<file path="config.mk">
export PLATFORM = sky130hd
export DESIGN_NAME = i2c_slave_register_port
export DESIGN_NICKNAME = d
export VERILOG_FILES = /design/src/hw/i2c_port_pkg.sv /design/src/hw/reg_bus_if.sv /design/src/hw/glitch_filter.sv /design/src/hw/reg_store.sv /design/src/hw/i2c_slave_register_port.sv
export SDC_FILE = /design/constraint.sdc
export NUM_CORES = 1
export LEC_CHECK = 0
export ABC_CLOCK_PERIOD_IN_PS = 4000
export BUFFER_PORTS_ARGS = -buffer_cell sky130_fd_sc_hd__buf_4
export CORE_MARGIN = 2
export CORE_UTILIZATION = 45
export CTS_CLUSTER_SIZE = 10
export DETAILED_ROUTE_END_ITERATION = 10
export PLACE_DENSITY = 0.62
export SYNTH_ARGS = -nofsm -noshare
export SYNTH_HDL_FRONTEND = slang
export SYNTH_HIERARCHICAL = 1
export SYNTH_SLANG_ARGS = --single-unit
</file>
<file path="constraint.sdc">
create_clock -name core_clk -period 4 [get_ports core_clk]
set_input_delay 0.6 -clock core_clk [delete_from_list [all_inputs] [get_ports core_clk]]
set_output_delay 0.6 -clock core_clk [all_outputs]
set_load 0.01 [all_outputs]
</file>
<file path="src/hw/i2c_port_pkg.sv">
/*
 * Constants, types and decode helpers for the two-wire slave control port.
 * Assumes a 20 MHz core clock and pins that are already open-drain
 * resolved outside the block.
 */
`default_nettype none
package i2c_port_pkg;
	localparam logic [4:0] ADDR_FIXED = 5'h13;
	localparam int IDX_W = 7;
	localparam logic [6:0] IDX_ONE = 7'h01;
	localparam logic [6:0] IDX_RESET = 7'h00;
	localparam logic [6:0] DEF_FIRST = 7'h10;
	localparam logic [6:0] DEF_LAST = 7'h16;
	localparam logic [6:0] RD_FIRST = 7'h10;
	localparam logic [6:0] RD_LAST = 7'h1F;
	localparam logic [7:0] REG_RESET = 8'h00;
	localparam logic [3:0] BITS_BYTE = 4'h8;
	localparam logic [3:0] BITS_LAST = 4'h7;
	localparam int CLK_PERIOD_NS = 50;
	localparam int SPIKE_NS = 50;
	localparam int SPIKE_CYC = (SPIKE_NS + CLK_PERIOD_NS - 1) / CLK_PERIOD_NS;
	localparam int FILT_CYC = SPIKE_CYC + 1;

	typedef enum logic [3:0] {
		S_IDLE, S_ADDR, S_AACK, S_REG, S_RACK,
		S_WDAT, S_WACK, S_TX, S_MACK, S_WAIT
	} state_t;

	function automatic logic is_defined(input logic [6:0] idx);
		return (idx >= DEF_FIRST) && (idx <= DEF_LAST);
	endfunction : is_defined

	function automatic logic is_readable(input logic [6:0] idx);
		return (idx >= RD_FIRST) && (idx <= RD_LAST);
	endfunction : is_readable
endpackage : i2c_port_pkg
`default_nettype wire

</file>
<file path="src/hw/reg_bus_if.sv">
/*
 * Register access carrier between the protocol engine and the store.
 * Assumes both ends share core_clk.
 */
`timescale 1ns/1ps
`default_nettype none
interface reg_bus_if;
	logic we;
	logic [6:0] waddr;
	logic [7:0] wdata;
	logic [6:0] raddr;
	logic [7:0] rdata;
	modport ctrl (output we, output waddr, output wdata, output raddr,
		input rdata);
	modport store (input we, input waddr, input wdata, input raddr,
		output rdata);
endinterface : reg_bus_if
`default_nettype wire

</file>
<file path="src/hw/glitch_filter.sv">
/*
 * Two-flop synchroniser followed by a stability counter for one line.
 * Assumes the line idles high, as a pulled-up bus line does.
 */
`timescale 1ns/1ps
`default_nettype none
module glitch_filter #(
	parameter int STABLE = 2
) (
	input wire logic core_clk,
	input wire logic srst,
	input wire logic pin,
	output logic level
);
	import i2c_port_pkg::*;

	logic s1_ff;
	logic s2_ff;
	logic level_ff;
	logic [3:0] cnt_ff;

	always_ff @(posedge core_clk)
	begin
		if (srst)
		begin
			s1_ff <= 1'b1;
			s2_ff <= 1'b1;
		end
		else
		begin
			s1_ff <= pin;
			s2_ff <= s1_ff;
		end
	end

	// A spike shorter than STABLE samples never reaches the level
	always_ff @(posedge core_clk)
	begin
		if (srst)
		begin
			level_ff <= 1'b1;
			cnt_ff <= 4'h0;
		end
		else if (s2_ff == level_ff)
			cnt_ff <= 4'h0;
		else if (cnt_ff == 4'(STABLE - 1))
		begin
			level_ff <= s2_ff;
			cnt_ff <= 4'h0;
		end
		else
			cnt_ff <= cnt_ff + 4'h1;
	end

	assign level = level_ff;
endmodule : glitch_filter
`default_nettype wire

</file>
<file path="src/hw/reg_store.sv">
/*
 * Sixteen byte mode register store covering indices 0x10 to 0x1F.
 * Assumes the writer only presents defined indices; read data is registered.
 */
`timescale 1ns/1ps
`default_nettype none
module reg_store #(
	parameter int DEPTH = 16
) (
	input wire logic core_clk,
	input wire logic srst,
	reg_bus_if.store rb
);
	import i2c_port_pkg::*;

	logic [7:0] mem_ff [DEPTH];
	logic [7:0] rdata_ff;

	always_ff @(posedge core_clk)
	begin
		if (srst)
		begin
			for (int i = 0; i < DEPTH; i++)
				mem_ff[i] <= REG_RESET;
		end
		else if (rb.we && is_readable(rb.waddr))
			mem_ff[rb.waddr[3:0]] <= rb.wdata;
	end

	// Unbacked indices in the window still answer with stored bytes
	always_ff @(posedge core_clk)
	begin
		if (srst)
			rdata_ff <= REG_RESET;
		else if (is_readable(rb.raddr))
			rdata_ff <= mem_ff[rb.raddr[3:0]];
		else
			rdata_ff <= REG_RESET;
	end

	assign rb.rdata = rdata_ff;
endmodule : reg_store
`default_nettype wire

</file>
<file path="src/hw/i2c_slave_register_port.sv">
/*
 * Two-wire slave control port: address match, indexed register write
 * and read with auto-increment, spike filtering on both lines.
 * Assumes SDA is open-drain, resolved outside from serial_out_pin_oe,
 * and all pins are asynchronous to core_clk.
 */
`timescale 1ns/1ps
`default_nettype none
module i2c_slave_register_port (
	input wire logic core_clk,
	input wire logic srst,
	input wire logic control_if_select,
	input wire logic port_select_pin,
	input wire logic serial_in_pin,
	input wire logic serial_clock_pin,
	input wire logic serial_out_pin_in,
	output logic serial_out_pin_out,
	output logic serial_out_pin_oe,
	output logic wr_strobe,
	output logic [i2c_port_pkg::IDX_W-1:0] wr_index,
	output logic [7:0] wr_data,
	output logic busy
);
	import i2c_port_pkg::*;

	logic [2:0] pin_s1_ff;
	logic [2:0] pin_s2_ff;
	logic [2:0] pin_raw;
	logic sel;
	logic [1:0] addr_low;
	logic scl;
	logic sda;
	logic scl_d_ff;
	logic sda_d_ff;
	logic scl_rise;
	logic scl_fall;
	logic start_cond;
	logic stop_cond;
	state_t st_ff;
	logic [7:0] sh_ff;
	logic [7:0] tx_ff;
	logic [3:0] bits_ff;
	logic [6:0] idx_ff;
	logic rw_ff;
	logic wrote_ff;
	logic mack_ff;
	logic oe_ff;
	logic sda_out_ff;
	logic wr_strobe_ff;
	logic [6:0] wr_index_ff;
	logic [7:0] wr_data_ff;
	logic busy_ff;
	logic addr_match;
	logic byte_done;

	reg_bus_if rb ();

	// Select, address-bit-1 and address-bit-0 pins are all asynchronous
	assign pin_raw = {control_if_select, serial_in_pin, port_select_pin};

	genvar g;
	generate
		for (g = 0; g < 3; g++)
		begin : g_pin_sync
			always_ff @(posedge core_clk)
			begin
				if (srst)
				begin
					pin_s1_ff[g] <= 1'b0;
					pin_s2_ff[g] <= 1'b0;
				end
				else
				begin
					pin_s1_ff[g] <= pin_raw[g];
					pin_s2_ff[g] <= pin_s1_ff[g];
				end
			end
		end
	endgenerate

	assign sel = pin_s2_ff[2];
	assign addr_low = pin_s2_ff[1:0];

	// Filter depth covers the fast-mode spike width at this clock rate
	glitch_filter #(.STABLE(FILT_CYC)) u_scl_filt (
		.core_clk(core_clk),
		.srst(srst),
		.pin(serial_clock_pin),
		.level(scl)
	);

	glitch_filter #(.STABLE(FILT_CYC)) u_sda_filt (
		.core_clk(core_clk),
		.srst(srst),
		.pin(serial_out_pin_in),
		.level(sda)
	);

	reg_store #(.DEPTH(16)) u_store (
		.core_clk(core_clk),
		.srst(srst),
		.rb(rb.store)
	);

	always_ff @(posedge core_clk)
	begin
		if (srst)
		begin
			scl_d_ff <= 1'b1;
			sda_d_ff <= 1'b1;
		end
		else
		begin
			scl_d_ff <= scl;
			sda_d_ff <= sda;
		end
	end

	assign scl_rise = scl && !scl_d_ff;
	assign scl_fall = !scl && scl_d_ff;
	// Slow clocks stretch filter delay; marginal start hold may be lost
	assign start_cond = scl && scl_d_ff && sda_d_ff && !sda;
	// Long spikes near SCL fall can fake these at fast clocks
	assign stop_cond = scl && scl_d_ff && !sda_d_ff && sda;
	assign addr_match = sh_ff[7:1] == {ADDR_FIXED, addr_low};
	assign byte_done = bits_ff == BITS_BYTE;

	// Data is captured on the filtered rising edge only
	always_ff @(posedge core_clk)
	begin
		if (srst)
		begin
			sh_ff <= 8'h00;
			mack_ff <= 1'b0;
		end
		else if (scl_rise)
		begin
			sh_ff <= {sh_ff[6:0], sda};
			mack_ff <= !sda;
		end
	end

	always_ff @(posedge core_clk)
	begin
		if (srst)
			bits_ff <= 4'h0;
		else if (start_cond || !sel)
			bits_ff <= 4'h0;
		else if (scl_rise && st_ff inside {S_ADDR, S_REG, S_WDAT})
			bits_ff <= bits_ff + 4'h1;
		else if (scl_fall && st_ff == S_TX)
			bits_ff <= bits_ff + 4'h1;
		else if (scl_fall && st_ff inside {S_AACK, S_RACK, S_WACK, S_MACK})
			bits_ff <= 4'h0;
	end

	// Protocol engine; start and stop outrank any bit activity
	always_ff @(posedge core_clk)
	begin
		if (srst)
		begin
			st_ff <= S_IDLE;
			oe_ff <= 1'b0;
			rw_ff <= 1'b0;
			tx_ff <= 8'h00;
		end
		else if (!sel)
		begin
			st_ff <= S_IDLE;
			oe_ff <= 1'b0;
		end
		else if (start_cond)
		begin
			st_ff <= S_ADDR;
			oe_ff <= 1'b0;
		end
		else if (stop_cond)
		begin
			st_ff <= S_IDLE;
			oe_ff <= 1'b0;
		end
		else if (scl_fall)
		begin
			unique case (st_ff)
				S_IDLE, S_WAIT:
					oe_ff <= 1'b0;
				S_ADDR:
					if (byte_done && addr_match)
					begin
						st_ff <= S_AACK;
						oe_ff <= 1'b1;
						rw_ff <= sh_ff[0];
					end
					else if (byte_done)
						st_ff <= S_WAIT;
				S_AACK:
					if (rw_ff)
					begin
						st_ff <= S_TX;
						tx_ff <= rb.rdata;
						oe_ff <= !rb.rdata[7];
					end
					else
					begin
						st_ff <= S_REG;
						oe_ff <= 1'b0;
					end
				S_REG:
					if (byte_done && is_defined(sh_ff[6:0]))
					begin
						st_ff <= S_RACK;
						oe_ff <= 1'b1;
					end
					else if (byte_done)
						st_ff <= S_WAIT;
				S_RACK, S_WACK:
				begin
					st_ff <= S_WDAT;
					oe_ff <= 1'b0;
				end
				S_WDAT:
					if (byte_done && is_defined(idx_ff))
					begin
						st_ff <= S_WACK;
						oe_ff <= 1'b1;
					end
					else if (byte_done)
						st_ff <= S_WAIT;
				S_TX:
					if (bits_ff == BITS_LAST)
					begin
						st_ff <= S_MACK;
						oe_ff <= 1'b0;
					end
					else
					begin
						tx_ff <= {tx_ff[6:0], 1'b0};
						oe_ff <= !tx_ff[6];
					end
				S_MACK:
					if (mack_ff)
					begin
						st_ff <= S_TX;
						tx_ff <= rb.rdata;
						oe_ff <= !rb.rdata[7];
					end
					else
						st_ff <= S_WAIT;
				default:
				begin
					st_ff <= S_IDLE;
					oe_ff <= 1'b0;
				end
			endcase
		end
	end

	// Index: set by the register byte, stepped by writes and reads
	always_ff @(posedge core_clk)
	begin
		if (srst)
		begin
			idx_ff <= IDX_RESET;
			wrote_ff <= 1'b0;
		end
		else if (sel && !start_cond && !stop_cond && scl_fall)
		begin
			if (st_ff == S_ADDR && byte_done && addr_match)
			begin
				wrote_ff <= 1'b0;
				if (sh_ff[0] && wrote_ff)
					idx_ff <= idx_ff - IDX_ONE;
			end
			else if (st_ff == S_REG && byte_done && is_defined(sh_ff[6:0]))
				idx_ff <= sh_ff[6:0];
			else if (st_ff == S_WDAT && byte_done && is_defined(idx_ff))
			begin
				idx_ff <= idx_ff + IDX_ONE;
				wrote_ff <= 1'b1;
			end
		end
		else if (sel && scl_rise && st_ff == S_MACK)
			idx_ff <= idx_ff + IDX_ONE;
	end

	always_ff @(posedge core_clk)
	begin
		if (srst)
		begin
			wr_strobe_ff <= 1'b0;
			wr_index_ff <= IDX_RESET;
			wr_data_ff <= REG_RESET;
		end
		else if (sel && !start_cond && !stop_cond && scl_fall
			&& st_ff == S_WDAT && byte_done && is_defined(idx_ff))
		begin
			wr_strobe_ff <= 1'b1;
			wr_index_ff <= idx_ff;
			wr_data_ff <= sh_ff;
		end
		else
			wr_strobe_ff <= 1'b0;
	end

	// Open-drain: the line is only ever pulled low, never driven high
	always_ff @(posedge core_clk)
	begin
		if (srst)
		begin
			sda_out_ff <= 1'b0;
			busy_ff <= 1'b0;
		end
		else
		begin
			sda_out_ff <= 1'b0;
			busy_ff <= st_ff != S_IDLE;
		end
	end

	assign rb.we = wr_strobe_ff;
	assign rb.waddr = wr_index_ff;
	assign rb.wdata = wr_data_ff;
	assign rb.raddr = idx_ff;
	assign serial_out_pin_out = sda_out_ff;
	assign serial_out_pin_oe = oe_ff;
	assign wr_strobe = wr_strobe_ff;
	assign wr_index = wr_index_ff;
	assign wr_data = wr_data_ff;
	assign busy = busy_ff;
endmodule : i2c_slave_register_port
`default_nettype wire

</file>
==> qor.txt, run 1 <==
Seq cells post-synth = 209
Vias in the first global route = 5884
CTS Root Cell = clkbuf_16
Top-count cell post-synth = and2_1
Hpwl dp = 14.5 mm
Yosys top cell area share = 39.2%
Buffers added on ports = 24
Crit path time final = 3.06 ns
Buf/Inv on CP = 0
Cts bufs inserted = 25
Core area = 0.0216 mm²
Final Cycle Share = 76.6%
Post-route antenna net violation count = 0
I/O Pins = 26
Async set-reset flop share out of synthesis = 0%
Post-synth EDFFs = 128
Clk slew on worst S/H paths = 0.06 ns
RSZ-0062 raised after global routing = false
Die height = 152 µm
Largest stage delay, worst path = 0.70 ns
Maximum clock path buffer count = 3
Yosys top cell by area = edfxtp_1
First-pass GRT wire length = 34.1 mm
TNS Setup = 0 ns
PD cells = 411 mW/mm²
Fin. Hold Viols = 0
Post-place instance area = 0.0102 mm²
Synthesized area = 0.00982 mm²
Critical Path AT = 3.47 ns
Share of cells above drive strength 1 = 14.8%
Hold buffers post-CTS = 0
Final core occ = 50.2%
Post-synthesis sequential area ratio = 55.7%
Post-cts sizing count = 0
Top cells by count, synth = and2_1, edfxtp_1, dfxtp_1
VDD IR-drop max = 0.406 mV
Clk_lat worst skew = 0.52 ns
WL final = 22.5 mm
Largest net degree at the start of global routing = 47
Post-synth cell types = 62
Syn Area/Cell = 11.7 µm²
Wire per inst = 19.8 µm
Pleak = 3.84 nW
Crit Path Class = register to register
Startpoint Class = register
Relative slew slack = 38.5%
CTS tree = built
Die area = 0.0230 mm²
Post-synthesis compound-gate area fraction = 8.16%
Clock sinks = 209
Worst slew pin tran = 0.915 ns
Tot GR Track Use = 19.8%
Max Fclk = 0.326 GHz
Simple-gate portion of the synthesized area = 22.5%
Register area = 0.00547 mm²
Cell Rows = 54
Final Instance Count excl. Fillers = 1139
Initial Util = 45.4%
Min-Delay Path Class = input pin to register
Final #Nets = 863
Worst EP required = 4.40 ns
Final RePlAce weighted congestion = 0.802
Post-route cell area = 0.0109 mm²
Synth Area in XOR/XNOR = 0.982%
Synth Instances = 842
Status = finished clean
Multi-input logic area = 0.00403 mm²
Dpl cells = 1101
CP Max Fanout = 19
DRC viols = 0
H-tree depth = 1
Horiz. Die Dim = 152 µm
Final Max Slew Viols = 0
Synthesized net count = 857
Max cap viols = 0
Layout fillers = 1954
Drt first pass iters = 5
Setup violators final = 0
Area Growth Syn to Fin = 10.6%
Drt via density = 5.54
Clock Skew = 0.0222 ns
Vias = 6314
Grt ovf = 0
Worst path cell trace = nor4b_1, nand4_1, or3_1, a32oi_1, o21ai_0, a32o_1
Syn. warnings = 6
Number of setup buffers added after CTS = 0
Initial DRC Count = 404
Main synth FF type = edfxtp_1
Critical path capture point type = register
CP top delay family = simple AND/OR/NAND/NOR gates
Initial antenna violation count = 0
Main combinational cell family by area after synthesis = simple AND/OR/NAND/NOR gates
Adder-Cell Fraction of Synth Area = 1.02%
Largest cells by area after synthesis = edfxtp_1, dfxtp_1, and2_1
Post-synthesis mux area share = 8.30%
Crit-path slowest cell = or3_1
## per-stage QoR
step	total power [mW]	setup slack [ns]	hold slack, ns
after floorplan	2.48	1.51	0.389
after global placement	2.52	1.03	0.393
after detailed placement	2.53	1.01	0.395
after CTS	4.51	0.985	0.270
after global routing	4.60	0.818	0.270
final	4.46	0.936	0.278
## cell type report
class	count	area share, %
flip-flops and latches	209	50.3
repair buffers	34	2.35
inverters	16	0.553
well taps	280	3.23
diodes	1	0.0230
clock inverters	2	0.115
clock buffers	35	6.29
multi-input cells	562	37.1
## per-layer routing
layer	up-vias	track usage, %	part of all wire (%)
met1	3065	27.2	44
met5	-	0	0
met4	0	5.51	2.5
met3	37	3.08	5.5
li1	3038	-	-
met2	174	32.6	48
## flip-flops by register name, indices dropped and copies added (netlist names), 2 cells and up
name,count
u_store/mem_ff,128
wr_index,7
sh_ff,8
u_store/rb.rdata,8
wr_data,8
u_scl_filt/cnt_ff,4
u_sda_filt/cnt_ff,4
idx_ff,7
tx_ff,7
st_ff,4
addr_low,2
pin_s1_ff,3
bits_ff,4
## kinds of logic after synthesis
family / Yosys count
buffers and inverters: 71
and+or+nand+nor: 367
DFF: 209
other: 1
muxes: 48
xor gates and xnor gates: 11
adders and majority gates: 8
AOI/OAI and AO/OA: 127
## cells in the final DEF (no fill, tap or decap), types with 3 or more instances in the layout
cell type    n
and2_1     133
edfxtp_1   128
dfxtp_1     80
nand2_1     55
nor2_1      41
a21oi_1     39
buf_4       34
o21ai_0     29
nand3_1     25
clkbuf_16   25
or2_2       24
mux2i_1     21
mux4_2      20
inv_1       16
a22oi_1     16
nor2b_1     13
nand2b_1    11
nor3_1      11
and3_1      10
a211oi_1    10
nor3_4      10
o211ai_1     9
ha_1         8
clkbuf_1     8
or3_1        7
xnor2_1      7
mux4_1       5
xor2_1       4
nor3b_1      4
a31oi_1      4
nand3b_1     3
a32oi_1      3
a21boi_0     3
## final timing paths
check	from	to	slack (ns)	cells past startpoint
setup / recovery	idx_ff[4]$_SDFFE_PP0P_	idx_ff[2]$_SDFFE_PP0P_	0.94	6
hold / removal	serial_out_pin_in	u_sda_filt/s1_ff$_SDFF_PP1_	0.28	2
setup reg to reg	idx_ff[4]$_SDFFE_PP0P_	idx_ff[2]$_SDFFE_PP0P_	0.94	6
hold reg to reg	u_scl_filt/s1_ff$_SDFF_PP1_	u_scl_filt/s2_ff$_SDFF_PP1_	0.41	1
## power by group
group	total [mW]	switching, mW	internal (mW)
Sequential	2.36	0.0227	2.34
Clock	1.98	0.810	1.17
Combinational	0.116	0.0732	0.0429
(Power assumes the default switching activity.)
==> run 2, diff against run 1 <==
--- a/config.mk
+++ b/config.mk
@@ -5,13 +5,13 @@
 export SDC_FILE = /design/constraint.sdc
 export NUM_CORES = 1
 export LEC_CHECK = 0
-export ABC_CLOCK_PERIOD_IN_PS = 4000
+export ABC_CLOCK_PERIOD_IN_PS = 2790
 export BUFFER_PORTS_ARGS = -buffer_cell sky130_fd_sc_hd__buf_4
 export CORE_MARGIN = 2
 export CORE_UTILIZATION = 45
 export CTS_CLUSTER_SIZE = 10
 export DETAILED_ROUTE_END_ITERATION = 10
-export PLACE_DENSITY = 0.62
+export PLACE_DENSITY = 0.64
 export SYNTH_ARGS = -nofsm -noshare
 export SYNTH_HDL_FRONTEND = slang
 export SYNTH_HIERARCHICAL = 1
==> constraint.sdc (replaced) <==
create_clock -name core_clk -period 2.79 [get_ports core_clk]
set_input_delay 0.4185 -clock core_clk [delete_from_list [all_inputs] [get_ports core_clk]]
set_output_delay 0.4185 -clock core_clk [all_outputs]
set_load 0.01 [all_outputs]
==> run 2 against run 1 <==
  * Clock skew is 0.0065 ns higher
  * Wire length rose by 1.9%
  * Global-route usage is 0.53 points higher
  * Register-to-register slack worse by 0.76 ns
  * Flip-flop and latch count unchanged
  * Power up 46%
  * Core utilization grew 1.4 points
  * Critical endpoint is now idx_ff[3]$_SDFFE_PP0P_
  * Combinational power grew 46%
  * Final area increased by 2.8%
==> qor.txt, run 2 (synthesis results as in run 1) <==
Vias = 6506 (was 6314)
R2R cell count = 7 (was 6)
Area Growth Syn to Fin = 13.7% (was 10.6%)
Critical path capture point type = register (unchanged)
Drt first pass iters = 5 (unchanged)
Commonest non-fill, non-tap cell in the layout = and2_1 (unchanged)
Max Fclk = 0.383 GHz (was 0.326 GHz)
Clock sinks = 209 (unchanged)
Hpwl dp = 15.3 mm (was 14.5 mm)
WL final = 22.9 mm (was 22.5 mm)
Post-route cell area = 0.0112 mm² (was 0.0109 mm²)
TNS Setup = 0 ns (unchanged)
Vias in the first global route = 6086 (was 5884)
Initial Util = 45.4% (unchanged)
Hold buffers post-CTS = 0 (unchanged)
Clock Skew = 0.0286 ns (was 0.0222 ns)
Status = finished clean (unchanged)
Clk_lat worst skew = 0.54 ns (was 0.52 ns)
Register area = 0.00547 mm² (unchanged)
Core area = 0.0216 mm² (unchanged)
Hold depth = 2 (unchanged)
Post-place instance area = 0.0104 mm² (was 0.0102 mm²)
PD cells = 583 mW/mm² (was 411 mW/mm²)
Worst EP required = 3.21 ns (was 4.40 ns)
Critical Path AT = 3.03 ns (was 3.47 ns)
I/O Pins = 26 (unchanged)
VDD IR-drop max = 0.499 mV (was 0.406 mV)
Crit path time final = 2.61 ns (was 3.06 ns)
Post-cts sizing count = 0 (unchanged)
Initial antenna violation count = 0 (unchanged)
Post-route antenna net violation count = 0 (unchanged)
Grt ovf = 0 (unchanged)
Worst slack on hold paths = 0.0890 ns (was 0.278 ns)
Startpoint Class = register (unchanged)
DRC viols = 0 (unchanged)
Final #Nets = 896 (was 863)
Number of setup buffers added after CTS = 0 (unchanged)
Initial DRC Count = 509 (was 404)
Relative slew slack = 58.2% (was 38.5%)
Final RePlAce weighted congestion = 0.859 (was 0.802)
Clk slew on worst S/H paths = 0.06 ns (about the same)
Largest net degree at the start of global routing = 46 (was 47)
Max cap viols = 0 (unchanged)
Share of cells above drive strength 1 = 17.9% (was 14.8%)
CP Max Fanout = 7 (was 19)
Cts bufs inserted = 25 (unchanged)
Die height = 152 µm (unchanged)
Setup violators final = 0 (unchanged)
First-pass GRT wire length = 35.6 mm (was 34.1 mm)
Horiz. Die Dim = 152 µm (unchanged)
Crit Path Class = register to register (unchanged)
Die area = 0.0230 mm² (unchanged)
Maximum clock path buffer count = 3 (unchanged)
Most frequent cells in the layout = and2_1, edfxtp_1, dfxtp_1 (unchanged)
RSZ-0062 raised after global routing = false (unchanged)
H-tree depth = 1 (unchanged)
Tot GR Track Use = 20.3% (was 19.8%)
Cell Rows = 54 (unchanged)
Final Max Slew Viols = 0 (unchanged)
N_diodes = 0 (was 1)
CTS tree = built (unchanged)
Drt via density = 5.52 (was 5.54)
Worst slew pin tran = 0.621 ns (was 0.915 ns)
Final Cycle Share = 93.6% (was 76.6%)
Buffers added on ports = 24 (unchanged)
Pleak = 4.03 nW (was 3.84 nW)
Wire per inst = 19.5 µm (was 19.8 µm)
Min-Delay Path Class = input pin to register (unchanged)
Largest register FFs = 128 (unchanged)
Multi-input logic area = 0.00403 mm² (unchanged)
CTS Root Cell = clkbuf_16 (unchanged)
Design Power = 6.51 mW (was 4.46 mW)
Largest Register = u_store/mem_ff (unchanged)
Fin. Hold Viols = 0 (unchanged)
Layout fillers = 1929 (was 1954)
## run 2: cell type report
type | count | area share (%)
Timing Repair Buffer | 67 | 4.62
Clock inverter | 2 | 0.224
Clock buffer | 43 | 6.39
Inverter | 16 | 0.538
Sequential cell | 209 | 49.0
Multi-Input combinational cell | 562 | 36.1
Tap cell | 280 | 3.14
## run 2: metal layers
layer  part of all wire (%)  up-vias  GRT usage (%)
li1                       -     3110              -
met1                     46     3161           30.3
met2                     47      207           31.8
met3                    5.8       28           2.75
met4                    1.9        0           3.98
met5                      0        -              0
## run 2: path summary, 6_finish.rpt
path,start,end,slack [ns]
max reg2reg,sh_ff[1]$_SDFFE_PP0P_,idx_ff[3]$_SDFFE_PP0P_,0.18
max,sh_ff[1]$_SDFFE_PP0P_,idx_ff[3]$_SDFFE_PP0P_,0.18
min reg2reg,u_sda_filt/s1_ff$_SDFF_PP1_,u_sda_filt/s2_ff$_SDFF_PP1_,0.41
min,serial_clock_pin,u_scl_filt/s1_ff$_SDFF_PP1_,0.09
## run 2: report_power, final
part	leakage, nW	internal [mW]	switching (mW)
sequential	1.94	3.36	0.0330
combinational	1.74	0.0640	0.105
clock	0.355	1.73	1.22
total	4.03	5.15	1.36
## run 2: per-stage QoR
| stage | cells | util [%] | setup slack [ns] |
|---|---|---|---|
| 2_1_floorplan | 842 | - | 0.305 |
| 3_3_place_gp | 1134 | 48.2 | 0.300 |
| 3_5_place_dp | 1134 | 48.2 | 0.226 |
| 4_1_cts | 1179 | 51.6 | 0.206 |
| 5_1_grt | 1179 | 51.6 | 0.0149 |
| 6_report | 1179 | 51.6 | 0.179 |
## run 2: critical path, cell delays in order (launching register included)
cell      delay [ns]
dfxtp_1         0.37
xor2_1          0.19
or4_1           0.62
a211o_1         0.42
a32oi_1         0.42
buf_4           0.20
a21oi_1         0.05
a311oi_1        0.26
